$ cat src/rtl/dsdc_pkg.sv
// Operation
// two independent channels, 16-bit results each
// current rate 4 Hz-8 kHz, low power 1 Hz-2 kHz
// count results, event at programmed count
// event when result exceeds threshold
// accumulate results into 32-bit sum when enabled
// software-enabled fast over-range detection
// settled after three conversions, two with chop
// voltage channel source: voltage, external, chip temperature
// voltage channel rate 4 Hz-8 kHz, same filter
// source switch needs three conversions to settle; with chop on, the code delivers the second conversion after a switch
// software sets attenuator enable before battery conversion
// connect bit low leaves ground switch floating
// connect high, select low: direct to ground
// both high: ground through internal resistor
// out-of-range clamps to full scale, sets error
// one-cycle result strobe drives counter, compare, accumulate
//
// Purpose: constants and carriers shared by the converter control block
// Assumes: 200 MHz system clock, 512 kHz modulator sample rate
// Notes:   offsets are byte addresses on the register bus

package dsdc_pkg;

	// ****************************************
	// timing
	// ****************************************
	localparam int CLK_HZ = 200_000_000; // system clock rate
	localparam int MOD_RATE_HZ = 512_000; // modulator sample rate
	localparam int MOD_DIV = CLK_HZ / MOD_RATE_HZ; // clocks per sample, rounded down
	localparam int RATE_MAX_HZ = 8_000; // fastest output rate
	localparam int RATE_MIN_HZ = 4; // slowest output rate
	localparam logic [19:0] DEC_MIN = 20'(MOD_RATE_HZ / RATE_MAX_HZ); // samples per result, fastest
	localparam logic [19:0] DEC_MAX = 20'(MOD_RATE_HZ / RATE_MIN_HZ); // samples per result, slowest
	localparam logic [1:0] LP_LAST = 2'h3; // low power takes one sample in four
	localparam logic [1:0] SETTLE_NOCHOP = 2'h3; // conversions to settle, chop off
	localparam logic [1:0] SETTLE_CHOP = 2'h2; // conversions to settle, chop on
	localparam logic [7:0] FAST_RUN = 8'h20; // equal modulator bits meaning over-range

	// ****************************************
	// full scale
	// ****************************************
	localparam logic signed [20:0] FS_POS = 21'h007fff; // positive full scale
	localparam logic signed [20:0] FS_NEG = 21'h1f8000; // negative full scale

	// ****************************************
	// register offsets
	// ****************************************
	localparam int ADDR_W = 8; // bus address width
	localparam logic [7:0] ADDR_CFG = 8'h00; // converter_config_reg
	localparam logic [7:0] ADDR_MODE = 8'h04; // converter_mode_reg
	localparam logic [7:0] ADDR_HV = 8'h08; // high_voltage_config_one
	localparam logic [7:0] ADDR_IDEC = 8'h0c; // current decimation
	localparam logic [7:0] ADDR_VDEC = 8'h10; // voltage decimation
	localparam logic [7:0] ADDR_SHIFT = 8'h14; // result scaling shifts
	localparam logic [7:0] ADDR_CLIM = 8'h18; // count limit
	localparam logic [7:0] ADDR_CVAL = 8'h1c; // count value, read only
	localparam logic [7:0] ADDR_THR = 8'h20; // threshold
	localparam logic [7:0] ADDR_ACC = 8'h24; // accumulator, read only
	localparam logic [7:0] ADDR_IRES = 8'h28; // current result, read only
	localparam logic [7:0] ADDR_VRES = 8'h2c; // voltage result, read only
	localparam logic [7:0] ADDR_STAT = 8'h30; // status, write one to clear

	// ****************************************
	// field positions and reset values
	// ****************************************
	localparam int CFG_I_EN = 0, CFG_V_EN = 1, CFG_CHOP = 2, CFG_LP = 3;
	localparam int CFG_ACC = 4, CFG_FAST = 5, CFG_GND = 7;
	localparam int MODE_RES = 6; // ground switch resistor select
	localparam int HV_ATTEN = 7; // battery attenuator enable
	localparam int ST_COUNT = 0, ST_THR = 1, ST_FAST = 2, ST_IERR = 3, ST_VERR = 4;
	localparam logic [7:0] RST_CFG = 8'h00;
	localparam logic [7:0] RST_MODE = 8'h00;
	localparam logic [7:0] RST_HV = 8'h00;
	localparam logic [19:0] RST_DEC = 20'h00400;
	localparam logic [7:0] RST_SHIFT = 8'h44;
	localparam logic [15:0] RST_CLIM = 16'h0001;
	localparam logic [15:0] RST_THR = 16'h0000;
	localparam logic [1:0] RESP_OKAY = 2'h0;
	localparam logic [1:0] RESP_SLVERR = 2'h2;

	// ****************************************
	// types
	// ****************************************
	typedef enum logic [1:0] {DSDC_SRC_VOLT, DSDC_SRC_EXT_TEMP, DSDC_SRC_CHIP_TEMP} dsdc_src_type;

	typedef struct packed {
		logic en; // channel running
		logic chop; // chop mode, shorter settling
		logic low_power; // quarter sample rate
		logic fast_en; // fast over-range detect on
		logic restart; // one-cycle pulse, restarts settling
		logic [3:0] shift; // right shift of the raw sum
		logic [19:0] dec; // modulator samples per result
	} dsdc_chan_cfg_type;

	typedef struct packed {
		logic valid; // one-cycle result strobe
		logic err; // last result was clamped
		logic fast_or; // one-cycle over-range pulse
		logic [15:0] data; // signed result
	} dsdc_chan_out_type;

endpackage

$ cat src/rtl/dsdc_top.sv
// Purpose: converter control with AXI4-Lite registers
// Assumes: modulator bits are synchronous to SYS_CLK
// Notes:   both channels share one modulator sample strobe
//
// The placing of the registers and the AXI4-Lite register port were decided locally.
`timescale 1ns/1ps
`default_nettype none

module dsdc_top import dsdc_pkg::*; (
	// clock and reset
	input wire logic SYS_CLK,
	input wire logic ARST_N,
	// AXI4-Lite write
	input wire logic [ADDR_W-1:0] S_AXI_AWADDR,
	input wire logic S_AXI_AWVALID,
	output logic S_AXI_AWREADY,
	input wire logic [31:0] S_AXI_WDATA,
	input wire logic [3:0] S_AXI_WSTRB,
	input wire logic S_AXI_WVALID,
	output logic S_AXI_WREADY,
	output logic [1:0] S_AXI_BRESP,
	output logic S_AXI_BVALID,
	input wire logic S_AXI_BREADY,
	// AXI4-Lite read
	input wire logic [ADDR_W-1:0] S_AXI_ARADDR,
	input wire logic S_AXI_ARVALID,
	output logic S_AXI_ARREADY,
	output logic [31:0] S_AXI_RDATA,
	output logic [1:0] S_AXI_RRESP,
	output logic S_AXI_RVALID,
	input wire logic S_AXI_RREADY,
	// modulators
	output logic MOD_STROBE,
	input wire logic I_MOD_BIT,
	input wire logic V_MOD_BIT,
	// analog front end control
	output logic [1:0] VT_SRC_SEL,
	output logic ATTEN_EN,
	output logic GROUND_SWITCH_PIN_CONNECT,
	output logic GROUND_SWITCH_PIN_VIA_RES,
	// events
	output logic EVT_COUNT,
	output logic EVT_THRESH
);

	// ****************************************
	// reset release
	// ****************************************
	logic rst_meta_n, rst_n; // two-stage release

	// reset enters asynchronously, leaves synchronously
	always_ff @(posedge SYS_CLK or negedge ARST_N) begin
		if (!ARST_N) begin
			rst_meta_n <= 1'b0;
			rst_n <= 1'b0;
		end else begin
			rst_meta_n <= 1'b1;
			rst_n <= rst_meta_n;
		end
	end

	// ****************************************
	// byte lane merge
	// ****************************************
	function automatic logic [31:0] merge(input logic [31:0] old, input logic [31:0] data, input logic [3:0] strb);
		logic [31:0] m;
		m = 32'h0;
		for (int b = 0; b < 4; b++) m[b*8 +: 8] = {8{strb[b]}};
		return (old & ~m) | (data & m);
	endfunction

	// ****************************************
	// bus slave state
	// ****************************************
	logic aw_held, w_held; // address and data captured
	logic [ADDR_W-1:0] aw_addr; // captured write address
	logic [31:0] w_data; // captured write data
	logic [3:0] w_strb; // captured byte enables
	logic do_write; // register write this cycle
	logic next_aw_held, next_w_held, next_bvalid, next_rvalid;
	logic [7:0] wa; // word-aligned write address
	logic [31:0] rd_word; // read mux
	logic rd_hit, wr_hit; // address decodes

	// ****************************************
	// registers
	// ****************************************
	logic [7:0] cfg_reg; // converter_config_reg
	logic [7:0] mode_reg; // converter_mode_reg
	logic [7:0] hv_reg; // high_voltage_config_one
	logic [19:0] i_dec, v_dec; // samples per result
	logic [7:0] shift_reg; // [3:0] current, [7:4] voltage
	logic [15:0] count_limit, count_val; // conversion counter
	logic [15:0] threshold; // signed compare level
	logic [31:0] acc; // result accumulator
	logic [2:0] st_flags; // sticky count, threshold, fast
	logic i_restart, v_restart; // settle restart pulses
	logic [7:0] wr_mode; // merged mode write value
	logic [7:0] clr_mask; // status bits cleared by a write
	logic [8:0] mod_div; // modulator strobe divider, wide enough for the full period
	dsdc_chan_cfg_type i_cfg, v_cfg;
	dsdc_chan_out_type i_out, v_out;
	dsdc_src_type next_src;

	assign do_write = aw_held && w_held && !S_AXI_BVALID;
	assign wa = {aw_addr[7:2], 2'h0};
	assign wr_mode = 8'(merge({24'h0, mode_reg}, w_data, w_strb));
	assign clr_mask = (do_write && wa == ADDR_STAT) ? w_data[7:0] : 8'h0;

	// write decode: read-only registers take writes silently but answer error
	always_comb begin
		case (wa)
			ADDR_CFG, ADDR_MODE, ADDR_HV, ADDR_IDEC, ADDR_VDEC: wr_hit = 1'b1;
			ADDR_SHIFT, ADDR_CLIM, ADDR_THR, ADDR_STAT: wr_hit = 1'b1;
			default: wr_hit = 1'b0;
		endcase
	end

	// next handshake state; capture and release per channel
	always_comb begin
		next_aw_held = aw_held;
		next_w_held = w_held;
		next_bvalid = S_AXI_BVALID;
		next_rvalid = S_AXI_RVALID;
		if (S_AXI_AWREADY && S_AXI_AWVALID) next_aw_held = 1'b1;
		if (S_AXI_WREADY && S_AXI_WVALID) next_w_held = 1'b1;
		if (do_write) begin
			next_aw_held = 1'b0;
			next_w_held = 1'b0;
			next_bvalid = 1'b1;
		end
		if (S_AXI_BVALID && S_AXI_BREADY) next_bvalid = 1'b0;
		if (S_AXI_ARREADY && S_AXI_ARVALID) next_rvalid = 1'b1;
		if (S_AXI_RVALID && S_AXI_RREADY) next_rvalid = 1'b0;
	end

	// write channel flops; readies drop while a write is pending
	always_ff @(posedge SYS_CLK or negedge rst_n) begin
		if (!rst_n) begin
			aw_held <= 1'b0;
			w_held <= 1'b0;
			aw_addr <= '0;
			w_data <= 32'h0;
			w_strb <= 4'h0;
			S_AXI_AWREADY <= 1'b0;
			S_AXI_WREADY <= 1'b0;
			S_AXI_BVALID <= 1'b0;
			S_AXI_BRESP <= RESP_OKAY;
		end else begin
			aw_held <= next_aw_held;
			w_held <= next_w_held;
			if (S_AXI_AWREADY && S_AXI_AWVALID) aw_addr <= S_AXI_AWADDR;
			if (S_AXI_WREADY && S_AXI_WVALID) begin
				w_data <= S_AXI_WDATA;
				w_strb <= S_AXI_WSTRB;
			end
			S_AXI_AWREADY <= !next_aw_held && !next_bvalid;
			S_AXI_WREADY <= !next_w_held && !next_bvalid;
			S_AXI_BVALID <= next_bvalid;
			if (do_write) S_AXI_BRESP <= wr_hit ? RESP_OKAY : RESP_SLVERR;
		end
	end

	// read mux, reserved bits read zero
	always_comb begin
		rd_hit = 1'b1;
		case ({S_AXI_ARADDR[7:2], 2'h0})
			ADDR_CFG: rd_word = {24'h0, cfg_reg};
			ADDR_MODE: rd_word = {24'h0, mode_reg};
			ADDR_HV: rd_word = {24'h0, hv_reg};
			ADDR_IDEC: rd_word = {12'h0, i_dec};
			ADDR_VDEC: rd_word = {12'h0, v_dec};
			ADDR_SHIFT: rd_word = {24'h0, shift_reg};
			ADDR_CLIM: rd_word = {16'h0, count_limit};
			ADDR_CVAL: rd_word = {16'h0, count_val};
			ADDR_THR: rd_word = {16'h0, threshold};
			ADDR_ACC: rd_word = acc;
			ADDR_IRES: rd_word = {16'h0, i_out.data};
			ADDR_VRES: rd_word = {16'h0, v_out.data};
			ADDR_STAT: rd_word = {27'h0, v_out.err, i_out.err, st_flags};
			default: begin
				rd_word = 32'h0;
				rd_hit = 1'b0;
			end
		endcase
	end

	// read channel; data captured when the address is taken
	always_ff @(posedge SYS_CLK or negedge rst_n) begin
		if (!rst_n) begin
			S_AXI_ARREADY <= 1'b0;
			S_AXI_RVALID <= 1'b0;
			S_AXI_RDATA <= 32'h0;
			S_AXI_RRESP <= RESP_OKAY;
		end else begin
			S_AXI_ARREADY <= !next_rvalid;
			S_AXI_RVALID <= next_rvalid;
			if (S_AXI_ARREADY && S_AXI_ARVALID) begin
				S_AXI_RDATA <= rd_word;
				S_AXI_RRESP <= rd_hit ? RESP_OKAY : RESP_SLVERR;
			end
		end
	end

	// ****************************************
	// control registers
	// ****************************************

	// software-written settings
	always_ff @(posedge SYS_CLK or negedge rst_n) begin
		if (!rst_n) begin
			cfg_reg <= RST_CFG;
			mode_reg <= RST_MODE;
			hv_reg <= RST_HV;
			i_dec <= RST_DEC;
			v_dec <= RST_DEC;
			shift_reg <= RST_SHIFT;
			count_limit <= RST_CLIM;
			threshold <= RST_THR;
		end else if (do_write) begin
			case (wa)
				ADDR_CFG: cfg_reg <= 8'(merge({24'h0, cfg_reg}, w_data, w_strb));
				ADDR_MODE: mode_reg <= wr_mode;
				ADDR_HV: hv_reg <= 8'(merge({24'h0, hv_reg}, w_data, w_strb));
				ADDR_IDEC: i_dec <= 20'(merge({12'h0, i_dec}, w_data, w_strb));
				ADDR_VDEC: v_dec <= 20'(merge({12'h0, v_dec}, w_data, w_strb));
				ADDR_SHIFT: shift_reg <= 8'(merge({24'h0, shift_reg}, w_data, w_strb));
				ADDR_CLIM: count_limit <= 16'(merge({16'h0, count_limit}, w_data, w_strb));
				ADDR_THR: threshold <= 16'(merge({16'h0, threshold}, w_data, w_strb));
				default: ;
			endcase
		end
	end

	// a config write starts both channels afresh; a new source resettles voltage
	always_ff @(posedge SYS_CLK or negedge rst_n) begin
		if (!rst_n) begin
			i_restart <= 1'b0;
			v_restart <= 1'b0;
		end else begin
			i_restart <= do_write && wa == ADDR_CFG;
			v_restart <= do_write && (wa == ADDR_CFG || (wa == ADDR_MODE && wr_mode[1:0] != mode_reg[1:0]));
		end
	end

	// ****************************************
	// channels
	// ****************************************

	// modulator sample strobe, shared by both channels
	always_ff @(posedge SYS_CLK or negedge rst_n) begin
		if (!rst_n) begin
			mod_div <= 9'h0;
			MOD_STROBE <= 1'b0;
		end else begin
			MOD_STROBE <= (mod_div == 9'(MOD_DIV - 1));
			mod_div <= (mod_div == 9'(MOD_DIV - 1)) ? 9'h0 : mod_div + 9'h1;
		end
	end

	always_comb begin
		i_cfg = '{cfg_reg[CFG_I_EN], cfg_reg[CFG_CHOP], cfg_reg[CFG_LP], cfg_reg[CFG_FAST], i_restart,
			shift_reg[3:0], i_dec};
		v_cfg = '{cfg_reg[CFG_V_EN], cfg_reg[CFG_CHOP], 1'b0, 1'b0, v_restart, shift_reg[7:4], v_dec};
	end

	dsdc_chan u_i_chan (
		.clk(SYS_CLK),
		.rst_n(rst_n),
		.mod_ce(MOD_STROBE),
		.mod_bit(I_MOD_BIT),
		.cfg(i_cfg),
		.res(i_out)
	);

	dsdc_chan u_v_chan (
		.clk(SYS_CLK),
		.rst_n(rst_n),
		.mod_ce(MOD_STROBE),
		.mod_bit(V_MOD_BIT),
		.cfg(v_cfg),
		.res(v_out)
	);

	// ****************************************
	// counter, comparator, accumulator
	// ****************************************

	// conversion counter wraps at the limit and fires an event
	always_ff @(posedge SYS_CLK or negedge rst_n) begin
		if (!rst_n) begin
			count_val <= 16'h0;
			EVT_COUNT <= 1'b0;
		end else begin
			EVT_COUNT <= 1'b0;
			if (!cfg_reg[CFG_I_EN]) count_val <= 16'h0;
			else if (i_out.valid) begin
				if ({1'b0, count_val} + 17'h1 >= {1'b0, count_limit}) begin
					count_val <= 16'h0;
					EVT_COUNT <= 1'b1;
				end else count_val <= count_val + 16'h1;
			end
		end
	end

	// threshold compare on signed results
	always_ff @(posedge SYS_CLK or negedge rst_n) begin
		if (!rst_n) EVT_THRESH <= 1'b0;
		else EVT_THRESH <= i_out.valid && ($signed(i_out.data) > $signed(threshold));
	end

	// accumulator cleared while disabled; wraps silently on overflow
	always_ff @(posedge SYS_CLK or negedge rst_n) begin
		if (!rst_n) acc <= 32'h0;
		else if (!cfg_reg[CFG_ACC]) acc <= 32'h0;
		else if (i_out.valid) acc <= acc + {{16{i_out.data[15]}}, i_out.data};
	end

	// sticky status; a set in the clearing cycle survives
	always_ff @(posedge SYS_CLK or negedge rst_n) begin
		if (!rst_n) st_flags <= 3'h0;
		else st_flags <= (st_flags & ~clr_mask[2:0]) | {i_out.fast_or, EVT_THRESH, EVT_COUNT};
	end

	// ****************************************
	// front end control
	// ****************************************

	// source selection, unused code falls to the chip sensor
	always_comb begin
		case (mode_reg[1:0])
			2'h0: next_src = DSDC_SRC_VOLT;
			2'h1: next_src = DSDC_SRC_EXT_TEMP;
			default: next_src = DSDC_SRC_CHIP_TEMP;
		endcase
	end

	// ground switch: both switches open means floating
	always_ff @(posedge SYS_CLK or negedge rst_n) begin
		if (!rst_n) begin
			VT_SRC_SEL <= 2'h0;
			ATTEN_EN <= 1'b0;
			GROUND_SWITCH_PIN_CONNECT <= 1'b0;
			GROUND_SWITCH_PIN_VIA_RES <= 1'b0;
		end else begin
			VT_SRC_SEL <= next_src;
			ATTEN_EN <= hv_reg[HV_ATTEN];
			GROUND_SWITCH_PIN_CONNECT <= cfg_reg[CFG_GND] && !mode_reg[MODE_RES];
			GROUND_SWITCH_PIN_VIA_RES <= cfg_reg[CFG_GND] && mode_reg[MODE_RES];
		end
	end

	// ****************************************
	// checks
	// ****************************************
	a_gnd_float: assert property (@(posedge SYS_CLK) disable iff (!rst_n)
		!cfg_reg[CFG_GND] |=> (!GROUND_SWITCH_PIN_CONNECT && !GROUND_SWITCH_PIN_VIA_RES))
		else $error("ground switch not floating");
	a_gnd_direct: assert property (@(posedge SYS_CLK) disable iff (!rst_n)
		(cfg_reg[CFG_GND] && !mode_reg[MODE_RES]) |=> (GROUND_SWITCH_PIN_CONNECT && !GROUND_SWITCH_PIN_VIA_RES))
		else $error("ground switch not direct");
	a_gnd_resist: assert property (@(posedge SYS_CLK) disable iff (!rst_n)
		(cfg_reg[CFG_GND] && mode_reg[MODE_RES]) |=> (!GROUND_SWITCH_PIN_CONNECT && GROUND_SWITCH_PIN_VIA_RES))
		else $error("ground switch not via resistor");
	a_count_event: assert property (@(posedge SYS_CLK) disable iff (!rst_n)
		(i_out.valid && cfg_reg[CFG_I_EN] && count_val + 16'h1 == count_limit) |=> (EVT_COUNT && count_val == 16'h0)
			##1 st_flags[ST_COUNT])
		else $error("count limit missed");
	a_thresh_event: assert property (@(posedge SYS_CLK) disable iff (!rst_n)
		EVT_THRESH |-> $past(i_out.valid) && ($signed($past(i_out.data)) > $signed($past(threshold))))
		else $error("threshold event without cause");
	a_acc_update: assert property (@(posedge SYS_CLK) disable iff (!rst_n)
		(cfg_reg[CFG_ACC] && i_out.valid) |=> acc == $past(acc) + {{16{$past(i_out.data[15])}}, $past(i_out.data)})
		else $error("accumulator missed a result");
	a_fast_flag: assert property (@(posedge SYS_CLK) disable iff (!rst_n)
		i_out.fast_or |=> st_flags[ST_FAST])
		else $error("fast over-range not flagged");

endmodule
`default_nettype wire

$ cat src/rtl/dsdc_chan.sv
// Purpose: decimation, settling and clamping of one converter channel
// Assumes: mod_ce is a one-cycle pulse at the modulator sample rate
// Notes:   a simple integrate-and-dump sum stands in for the filter core
`timescale 1ns/1ps
`default_nettype none

module dsdc_chan import dsdc_pkg::*; (
	// clock and reset
	input wire logic clk,
	input wire logic rst_n,
	// modulator side
	input wire logic mod_ce,
	input wire logic mod_bit,
	// control and result
	input wire dsdc_chan_cfg_type cfg,
	output var dsdc_chan_out_type res
);

	logic [1:0] lp_cnt; // low power sample divider
	logic [19:0] dec_cnt; // samples in current window
	logic signed [20:0] sum; // bipolar bit sum
	logic [1:0] settled; // conversions since start, saturating
	logic [7:0] run_len; // equal-bit run length
	logic last_bit; // previous modulator bit
	logic [19:0] dec_eff; // window length held to the legal range
	logic samp, window_end, deliver;
	logic signed [20:0] next_sum, scaled;
	logic [1:0] need; // conversions needed to settle

	assign dec_eff = (cfg.dec < DEC_MIN) ? DEC_MIN : (cfg.dec > DEC_MAX) ? DEC_MAX : cfg.dec;
	assign samp = mod_ce && cfg.en && (!cfg.low_power || lp_cnt == LP_LAST);
	assign window_end = samp && (dec_cnt == dec_eff - 20'h1);
	assign next_sum = mod_bit ? sum + 21'sh1 : sum - 21'sh1;
	assign scaled = next_sum >>> cfg.shift;
	assign need = cfg.chop ? SETTLE_CHOP : SETTLE_NOCHOP;
	assign deliver = window_end && (settled >= need - 2'h1);

	// low power divider
	always_ff @(posedge clk or negedge rst_n) begin
		if (!rst_n) lp_cnt <= 2'h0;
		else if (!cfg.en) lp_cnt <= 2'h0;
		else if (mod_ce) lp_cnt <= lp_cnt + 2'h1;
	end

	// integrate and dump; a restart drops the partial window
	always_ff @(posedge clk or negedge rst_n) begin
		if (!rst_n) begin
			dec_cnt <= 20'h0;
			sum <= 21'sh0;
		end else if (!cfg.en || cfg.restart || window_end) begin
			dec_cnt <= 20'h0;
			sum <= 21'sh0;
		end else if (samp) begin
			dec_cnt <= dec_cnt + 20'h1;
			sum <= next_sum;
		end
	end

	// settling count, restarted by start or source switch
	always_ff @(posedge clk or negedge rst_n) begin
		if (!rst_n) settled <= 2'h0;
		else if (!cfg.en || cfg.restart) settled <= 2'h0;
		else if (window_end && settled != 2'h3) settled <= settled + 2'h1;
	end

	// result with clamp; error follows each written result
	// every field of res is written here, so the output has a single writer
	always_ff @(posedge clk or negedge rst_n) begin
		if (!rst_n) begin
			res.valid <= 1'b0;
			res.fast_or <= 1'b0;
			res.err <= 1'b0;
			res.data <= 16'h0;
		end else begin
			res.valid <= deliver;
			res.fast_or <= samp && cfg.fast_en && mod_bit == last_bit && run_len == FAST_RUN - 8'h1;
			if (deliver) begin
				res.err <= (scaled > FS_POS) || (scaled < FS_NEG);
				if (scaled > FS_POS) res.data <= FS_POS[15:0];
				else if (scaled < FS_NEG) res.data <= FS_NEG[15:0];
				else res.data <= scaled[15:0];
			end
		end
	end

	// fast over-range: long run of one polarity, long before the window ends
	always_ff @(posedge clk or negedge rst_n) begin
		if (!rst_n) begin
			run_len <= 8'h0;
			last_bit <= 1'b0;
		end else begin
			if (!cfg.en) run_len <= 8'h0;
			else if (samp) begin
				last_bit <= mod_bit;
				if (mod_bit != last_bit) run_len <= 8'h1;
				else if (run_len != FAST_RUN) run_len <= run_len + 8'h1;
			end
		end
	end

	a_settle_hold: assert property (@(posedge clk) disable iff (!rst_n)
		(window_end && !cfg.restart && settled < need - 2'h1) |=> !res.valid)
		else $error("result delivered before settling");
	a_clamp_err: assert property (@(posedge clk) disable iff (!rst_n)
		(res.valid && res.err) |-> (res.data == 16'h7fff || res.data == 16'h8000))
		else $error("error result not at full scale");

endmodule
`default_nettype wire

$ cat config.mk
export PLATFORM = sky130hd
export DESIGN_NAME = dsdc_top
export DESIGN_NICKNAME = d
export VERILOG_FILES = /design/src/rtl/dsdc_pkg.sv /design/src/rtl/dsdc_top.sv /design/src/rtl/dsdc_chan.sv
export SDC_FILE = /design/constraint.sdc
export NUM_CORES = 1
export LEC_CHECK = 0
export BUFFER_PORTS_ARGS = -buffer_cell sky130_fd_sc_hd__buf_2
export CORE_AREA = 3 3 325 327
export DETAILED_ROUTE_END_ITERATION = 16
export DIE_AREA = 0 0 328 330
export PLACE_DENSITY_LB_ADDON = 0.1
export SETUP_SLACK_MARGIN = 0.05
export SLEW_MARGIN = 20
export SYNTH_ARGS = -nofsm -noshare
export SYNTH_HDL_FRONTEND = slang
export SYNTH_SLANG_ARGS = --single-unit
export TNS_END_PERCENT = 30
$ cat constraint.sdc
create_clock -name SYS_CLK -period 14.1 [get_ports SYS_CLK]
set_input_delay 1.41 -clock SYS_CLK [delete_from_list [all_inputs] [get_ports SYS_CLK]]
set_output_delay 1.41 -clock SYS_CLK [all_outputs]
set_load 0.1 [all_outputs]
After elaboration in Yosys (flattened, before gate mapping) --
Cells that the tools add are included.
Word-level totals: register bits 383, bits of input ports 61, output and inout port bits 49, logic and storage cells 257
Operators by class: add/sub/neg operators 17, $lt $le $gt $ge 12, equality and inequality tests 37, shifts and indexed selects 2, muxes and demuxes 53, bitwise gates (word level) 21, reductions and logical operators 64
Operators with widths (number):
- one-hot mux 32 bit (13 select lines) | 1
- two-way mux 20 bit | 8
- two-way mux 21 bit | 6
- two-way mux 16 bit | 7
- two-way mux 32 bit | 2
- bitwise AND 20 bit | 3
- adder 21 x 2 -> 21 bit (second input constant) | 2
- equality test 6 x 3 -> 1 bit (second input constant) | 7
- equality test 6 x 4 -> 1 bit (second input constant) | 7
- > comparator 21 x 16 -> 1 bit (second input constant) | 2
- less-than comparator 21 x 16 -> 1 bit (second input constant) | 2
- >>> shifter 21 x 4 -> 21 bit | 2
- subtractor 21 x 2 -> 21 bit (second input constant) | 2
- adder 20 x 1 -> 20 bit (second input constant) | 2
- equality test 20 bit | 2
- > comparator 20 x 17 -> 1 bit (second input constant) | 2
- less-than comparator 20 x 7 -> 1 bit (second input constant) | 2
- OR 20 bit | 2
- subtractor 20 x 1 -> 20 bit (second input constant) | 2
- adder 32 bit | 1
- bitwise AND 16 bit | 2
- bitwise AND 8 bit | 4
- two-way mux 8 bit | 4
- OR 16 bit | 2
- other kinds (42) | 130

Longest topological paths before layout --
Gate-level depths: netlist of the first run.
word-level depth 9, mapped depth 21, mapped depth without buffers 17

Hierarchy --
Synthesis of the first run repeated with hierarchy kept, for this count alone.
Unflattened totals: cell total of the unflattened synthesis 2986, area, all modules 27331.2 µm²
By module, submodules not included:
- dsdc_top | times used 1, cells an instance 1281, area each 13480.4 µm², sequential area each 6162.2 µm²
- dsdc_chan (u_v_chan) | times used 1, cells an instance 870, area each 7099.3 µm², sequential area each 1826.8 µm²
- dsdc_chan (u_i_chan) | times used 1, cells an instance 835, area each 6751.5 µm², sequential area each 1826.8 µm²

Worst setup path after synthesis of the first run --
Ideal clock, no wire load.
path type input to register, from input port V_MOD_BIT, to register u_v_chan.res[0] in the netlist's numbering, library setup time 87 ps, data arrival time 5101 ps, required time 14013 ps, slack 8912 ps, stages on the path 13, path buffers 2, cells stage by stage inv_1 > ha_1 > clkbuf_1 > or4_1 > o21ai_1 > o21ai_1 > a211o_1 > a222oi_1 > nand4_1 > o41ai_1 > nand2_1 > clkbuf_1 > o211ai_1
Between the ends: word-level cells in the longest chain between the ends 5, elaborated cells between the ends (all ways) 6, those cells by class 2 x order compare; 1 x shift; 3 x mux
RTL lines:
- start: declaration | RTL line dsdc_top.sv:35 | input wire logic V_MOD_BIT,
- two-way mux 21 bit * | RTL line dsdc_chan.sv:33 | assign next_sum = mod_bit ? sum + 21'sh1 : sum - 21'sh1;
- >>> shifter 21 x 4 -> 21 bit * | RTL line dsdc_chan.sv:34 | assign scaled = next_sum >>> cfg.shift;
- less-than comparator 21 x 16 -> 1 bit | RTL line dsdc_chan.sv:80 | else if (scaled < FS_NEG) res.data <= FS_NEG[15:0];
- two-way mux 16 bit | RTL line dsdc_chan.sv:80
- two-way mux 16 bit * | RTL line dsdc_chan.sv:79 | if (scaled > FS_POS) res.data <= FS_POS[15:0];
- end: declaration | RTL line dsdc_chan.sv:16 | output var dsdc_chan_out_type res
Mark *: on every way between the ends. The rest lies on a longest branch, timed or not. A chain may end at the register's enable or synchronous reset.

Worst setup path in the final report of the first run --
from input port V_MOD_BIT, to register u_v_chan.res[5] in the netlist's numbering
The elaborated chain is that of the path after synthesis.

==> results.toml, run 1 <==
[clocking]
max-clock-path-buffers = 3
cts_sinks = 379
cts_resized = 0
htreeDepth = 2
clk_pin_slew_ns = 0.06
ctsHoldBuffers = 0
cts_tree = "built"
cts_inserted_buffers = 53
cts_setup_buffers = 0
clkLatencyLatePin_ns = 0.64
cts_root_buffer = "clkbuf_16"

[yosys]
ys_warn_count = 0
syn_inst = 2837
yosys.area.top_type = "dfrtp_1"
synth-async-reset-ratio = 1.00
netlist_area_um2 = 25600
synth_edf_count = 0
synth_top_cell_area_share = 0.365
ys.flop_type = "dfrtp_1"
syn_avg_cell_area_um2 = 9.03
ys_ff_latch = 379
synth_cell_types = 95
synthTopCellsByArea = "dfrtp_1, mux2_2, ha_1"
ys_seq_area_frac = 0.371

[floorplanning]
core_um2 = 103000
num_rows = 118
fp.dieH_um = 330
ioPinCount = 110
dieArea_um2 = 108000
fp.dieW_um = 328
initial_utilization = 0.248

[worst_setup_path]
critPathMaxFanout = 19
critPathLaunchType = "primary input"
crit_family = "compound AO/OA/AOI/OAI gates"
path_class = "primary input to flip-flop"
required_ns = 14.67
crit_buf_inv = 2
crit_chain = "buf_2 -> inv_1 -> ha_1 -> a21oi_1 -> o21ai_0 -> a2bb2oi_1 -> o21ai_1 -> a211o_1 -> a222oi_1 -> nand4_1 -> o41ai_1 -> nand2_1 -> or3_1 -> nand3_2"
crit_arrival_ns = 7.20
critPathCaptureType = "flip-flop"
cp_slowest_cell = "o41ai_1"
cpPeakStageDelay_ns = 1.00

[drt]
vias = 21900
drc = 0
routed_wl_um = 88600
drt.antenna.violating_nets = 0
wl_per_cell_um = 20.7
via_per_inst = 5.11
drt_first_iter_violations = 1622
dr.pass1.iters = 5

[power_and_ir_drop]
max-vdd-ir-drop_v = 0.000113
powerDensity_nw_per_um2 = 170
power.leakage_nw = 12.6

[sta]
setup_viol_count_final = 0
relSlewSlack = 0.296
rsz0062_at_grt = "false"
maxSlewViolCount = 0
fin_crit_sh = 0.470
fin_skew_ns = 0.0292
tns_ns = 0
period_needed_ns = 6.62
tightest_slew_ns = 1.04
fmax_mhz = 151
hold_viol = 0

[finish]
final_util = 0.284
final_layout_size_suffix_gt1_frac = 0.140
syn2layout_area_growth_pct = 14.4
nets = 3048

[status]
status = "finished, final reports clean"

[grt]
grt_pass1_wl_um = 135000
antenna_found_initial = 3
first_global_vias = 21400
grtUsageTotal = 0.161
overflow = 0
grt_max_degree = 157

[run]
cap_violations = 0

[worst_hold_path]
hp-class = "flip-flop to async pin"

[place]
place_congestion = 0.836
numPortBuffers = 90
place_hpwl_um = 66500
## worst register-to-register path: cells and delay by family, from the launching register on
kind / cells / cell delay [ns]
xor+xnor: 1 / 0.28
simple gates: 8 / 3.33
fa+ha+maj: 1 / 0.45
flops: 1 / 0.55
buf+inv: 1 / 0.07
compound gates: 4 / 1.11
## cells in the mapped netlist (all sizes together), types with 8 or more instances
master	n
a22o	25
or2	12
mux2	131
a211o	13
or3	19
and3	31
nor2	279
nor2b	65
o21a	25
a21oi	161
nand4	35
o21ai	122
nor3	67
o22ai	8
a22oi	26
o2111ai	14
xor2	69
a31oi	45
nor4	13
a32oi	12
inv	90
a21o	36
a211oi	43
dfrtp	374
a222oi	16
nand2	288
clkbuf	134
mux2i	86
or4	8
buf	20
o31ai	11
and4	8
o211a	9
mux4	11
o211ai	35
o21bai	13
nand2b	25
ha	117
xnor2	93
a221oi	25
and2	22
nand3	88
## metal layers
metal | share of wire | track usage
met5 | 0 | 0
met4 | 0.023 | 0.0443
met3 | 0.050 | 0.0259
met2 | 0.42 | 0.243
met1 | 0.50 | 0.237
## where the power goes
group          total (W)  internal, W  switching, W
Combinational    0.00200     0.000730       0.00127
Clock            0.00138     0.000833      0.000543
Sequential       0.00160      0.00125      0.000346
## layout make-up
| type | instances | area [um^2] |
|---|---|---|
| inverters | 92 | 345 |
| clock buffers | 70 | 1490 |
| flip-flops and latches | 379 | 9500 |
| fillers | 11000 | 73900 |
| clock inverters | 23 | 292 |
| well taps | 1380 | 1730 |
| diodes | 2 | 5.00 |
| repair buffers | 128 | 748 |
| multi-input cells | 2213 | 15200 |
## metrics by stage
stage / area [um^2] / power (W) / cells / hold WS (ns) / worst slack (ns)
6_report: 29300 / 0.00497 / 4287 / 0.349 / 7.48
5_1_grt: 29300 / 0.00531 / 4285 / 0.368 / 7.13
4_1_cts: 29300 / 0.00504 / 4285 / 0.348 / 7.63
3_5_place_dp: 27500 / 0.00361 / 4192 / 0.337 / 6.94
3_3_place_gp: 27500 / 0.00361 / 4192 / 0.337 / 7.01
2_1_floorplan: 25600 / 0.00296 / 2838 / 0.331 / 2.76
## kinds of logic after synthesis
group	synth area share
other cells	0.000293
compound gates	0.191
xor+xnor	0.0563
flops	0.371
fa+ha+maj	0.0595
buf+inv	0.0373
simple gates	0.184
mux	0.101
## path summary, 6_finish.rpt
path / startpoint / endpoint / slack, ns / cells after the start
worst max-delay path: V_MOD_BIT / u_v_chan.res[5] / 7.48 / 14
worst min-delay path: rst_n / VT_SRC_SEL[0] / 0.35 / 0
worst max register to register: flip-flop / u_v_chan.res[17] / 8.23 / 15
worst min register to register: rst_n / VT_SRC_SEL[0] / 0.35 / 0
max in group asynchronous: rst_n / w_data[8] / 11.51 / 2
min in group SYS_CLK: rst_meta_n / rst_n / 0.35 / 0
## cell usage in the layout, fill, tap and decap left out, drive strengths merged, types with 9 or more instances in the layout
cell	instances
dfrtp	374
nand2	288
nor2	279
a21oi	161
mux2	131
buf	128
o21ai	122
ha	117
xnor2	93
inv	92
nand3	88
mux2i	86
clkbuf	70
xor2	69
nor3	67
nor2b	65
a31oi	45
a211oi	43
a21o	36
nand4	35
o211ai	35
and3	31
a22oi	26
o21a	25
nand2b	25
a22o	25
a221oi	25
and2	22
or3	19
clkinv	17
a222oi	16
o2111ai	14
a211o	13
nor4	13
o21bai	13
a32oi	12
or2	12
o31ai	11
mux4	11
o211a	9
(Power assumes the default switching activity.)
==> inputs of run 2 (changes only) <==
--- a/config.mk
+++ b/config.mk
@@ -5,10 +5,11 @@
 export SDC_FILE = /design/constraint.sdc
 export NUM_CORES = 1
 export LEC_CHECK = 0
+export ABC_AREA = 1
 export BUFFER_PORTS_ARGS = -buffer_cell sky130_fd_sc_hd__buf_2
-export CORE_AREA = 3 3 325 327
+export CORE_AREA = 3 3 331 333
 export DETAILED_ROUTE_END_ITERATION = 16
-export DIE_AREA = 0 0 328 330
+export DIE_AREA = 0 0 334 336
 export PLACE_DENSITY_LB_ADDON = 0.1
 export SETUP_SLACK_MARGIN = 0.05
 export SLEW_MARGIN = 20
==> constraint.sdc (replaced) <==
create_clock -name SYS_CLK -period 5.8 [get_ports SYS_CLK]
set_input_delay 0.58 -clock SYS_CLK [delete_from_list [all_inputs] [get_ports SYS_CLK]]
set_output_delay 0.58 -clock SYS_CLK [all_outputs]
set_load 0.1 [all_outputs]
==> run 2 against run 1 <==
Compared with the run above:
- die area rose by 3.7%
- via count rose by 16%
- sequential share of layout area fell by 1.1 points
- cell area rose by 3.4%
- clock power is 130% higher
- critical path type is now flip-flop to flip-flop
- core utilization hardly changed
==> results.toml, run 2 <==
[worst_setup_path]
required_ns = 6.36
crit_chain = "inv_1 -> nor3_1 -> nand2_1 -> nor3_1 -> nand3_1 -> nor2_1 -> nand3_1 -> nor3b_1 -> xor2_1 -> ha_1 -> inv_1 -> o211ai_1 -> nor4_4 -> nand2_1 -> o21ai_0"
critPathMaxFanout = 11
cpPeakStageDelay_ns = 0.51
critPathCaptureType = "flip-flop"
cp_slowest_cell = "nor4_4"
path_class = "flip-flop to flip-flop"
critPathLaunchType = "flip-flop"
crit_arrival_ns = 4.73

[yosys]
synth_top_cell_area_share = 0.351
synth_xor_area_frac = 0.0204
yosysMostFrequentCell = "nand2_1"
ys.flop_type = "dfrtp_1"
ys_ff_latch = 379
synthTopCellsByArea = "dfrtp_1, nand2_1, nand3_1"
synth-async-reset-ratio = 1.00
yosys.area.top_type = "dfrtp_1"
ys_seq_area_frac = 0.356
synth_edf_count = 0
syn_avg_cell_area_um2 = 6.87
netlist_area_um2 = 26600
synth_compound_area_frac = 0.130
syn_inst = 3876
ys_warn_count = 0
synth-simple-area-share = 0.348
synth_top_family_by_area = "simple AND/OR/NAND/NOR gates"
synth_fa_ha_area_frac = 0.0572
synthMuxAreaShare = 0
ys_top_cells_by_count = "nand2_1, inv_1, nand3_1, dfrtp_1, nor2_1"
synth_cell_types = 65

[drt]
routed_wl_um = 101000
dr.max_layer_used = "met4"
dr.pass1.iters = 5
wl_met1_um = 50000
met2_length_um = 44500
drt_first_iter_violations = 1623
drc = 0
vias = 25400
via_per_inst = 4.72
wl_per_cell_um = 18.8
routed-wl-met3_um = 4080
drt.antenna.violating_nets = 0

[clocking]
cts_sinks = 379
cts_root_buffer = "clkbuf_16"
max-clock-path-buffers = 3
cts_inserted_buffers = 51
cts_resized = 0
clk_pin_slew_ns = 0.07
ctsHoldBuffers = 1
cts_setup_buffers = 0
clkLatencyLatePin_ns = 0.66
cts_tree = "built"
htreeDepth = 2

[power_and_ir_drop]
switching_share = 0.508
power_frac_clock = 0.216
power_frac_comb = 0.546
p_sw_w = 0.00763
power.leakage_nw = 14.8
internal_power_w = 0.00740
power.total_w = 0.0150
max-vdd-ir-drop_v = 0.000283
powerDensity_nw_per_um2 = 496
pwr-share-seq = 0.238

[floorplanning]
initial_utilization = 0.249
ioPinCount = 110
dieArea_um2 = 112000
core_um2 = 107000
fp.dieH_um = 336
num_rows = 120
fp.dieW_um = 334

[sta]
fin_crit_sh = 0.719
rsz0062_at_grt = "false"
setup_viol_count_final = 0
tns_ns = 0
fmax_mhz = 240
period_needed_ns = 4.17
maxSlewViolCount = 0
relSlewSlack = 0.335
fin_ws_ns = 1.63
tightest_slew_ns = 0.997
fin_skew_ns = 0.0590
hold_viol = 0

[finish]
syn2layout_area_growth_pct = 13.8
nets = 4118
layout_commonest_cell = "nand2_1"
final_cell_mix = "nand2_1, inv_1, nand3_1"
final_layout_size_suffix_gt1_frac = 0.0807

[grt]
antenna_found_initial = 1
grt_pass1_wl_um = 155000
overflow = 0
grt_max_degree = 150
first_global_vias = 24800
grtUsageTotal = 0.179

[place]
pre_cts_ws_ns = 1.45
place_congestion = 0.846
numPortBuffers = 90
place_hpwl_um = 77400

[status]
status = "finished, final reports clean"

[run]
cap_violations = 0

[worst_hold_path]
hp-class = "primary input to flip-flop"
-- run 2: stage by stage --
stage / hold slack, ns / utilization / std cells / area [um^2]
final: 0.132 / 0.283 / 5383 / 30300
after detailed placement: 0.336 / 0.267 / 5286 / 28600
after global routing: 0.112 / 0.283 / 5381 / 30300
after CTS: 0.0799 / 0.283 / 5381 / 30300
after global placement: 0.333 / 0.267 / 5286 / 28600
after floorplan: 0.284 / - / 3877 / 26600
-- run 2: cells by family after synthesis --
| kind of cell | after synthesis |
|---|---|
| and+or+nand+nor | 2105 |
| DFF | 379 |
| adders and majority gates | 120 |
| AOI/OAI and AO/OA | 609 |
| buffers and inverters | 599 |
| xor gates and xnor gates | 62 |
| other | 2 |
-- run 2: power by group through the flow --
stage	logic, W	clock network (W)	registers, W
after floorplan	0.00606	0	0.00366
after CTS	0.00830	0.00339	0.00357
after global routing	0.00933	0.00347	0.00363
after detailed placement	0.00827	0	0.00361
after global placement	0.00829	0	0.00362
final	0.00821	0.00324	0.00358
-- run 2: worst max-delay path: cells and delay by family, from the launching register on --
kind,cells,cell delay [ns]
AO/OA/AOI/OAI,2,0.42
AND/OR/NAND/NOR,9,2.49
adder cells (fa/ha/maj),1,0.30
flip-flops,1,0.43
XOR/XNOR,1,0.22
buffers and inverters,2,0.20
-- run 2: worst paths after layout --
kind | start | to | slack, ns | cells after the start
setup / recovery | count_val[2] | count_val[1] | 1.63 | 15
hold / removal | S_AXI_WDATA[10] | w_data[10] | 0.13 | 3
setup reg to reg | count_val[2] | count_val[1] | 1.63 | 15
hold reg to reg | rst_meta_n | rst_n | 0.35 | 0
max in group asynchronous | rst_n | u_v_chan.dec_cnt[15] | 4.05 | 1
min in group asynchronous | ARST_N | rst_n | 0.24 | 2
-- run 2: area by class of cell --
| cell class | count | area, um^2 |
|---|---|---|
| Tap cell | 1403 | 1760 |
| Clock inverter | 21 | 255 |
| Inverter | 490 | 1840 |
| Sequential cell | 379 | 9490 |
| Multi-Input combinational cell | 2899 | 14800 |
| Timing Repair Buffer | 116 | 686 |
| Fill cell | 11900 | 76600 |
| Antenna cell | 2 | 5.00 |
| Clock buffer | 73 | 1450 |
-- run 2: routing by layer --
metal / vias to the layer above / track usage
li1: 12900 / -
met1: 12000 / 0.257
met2: 408 / 0.280
met3: 99 / 0.0269
met4: 0 / 0.0476
met5: - / 0
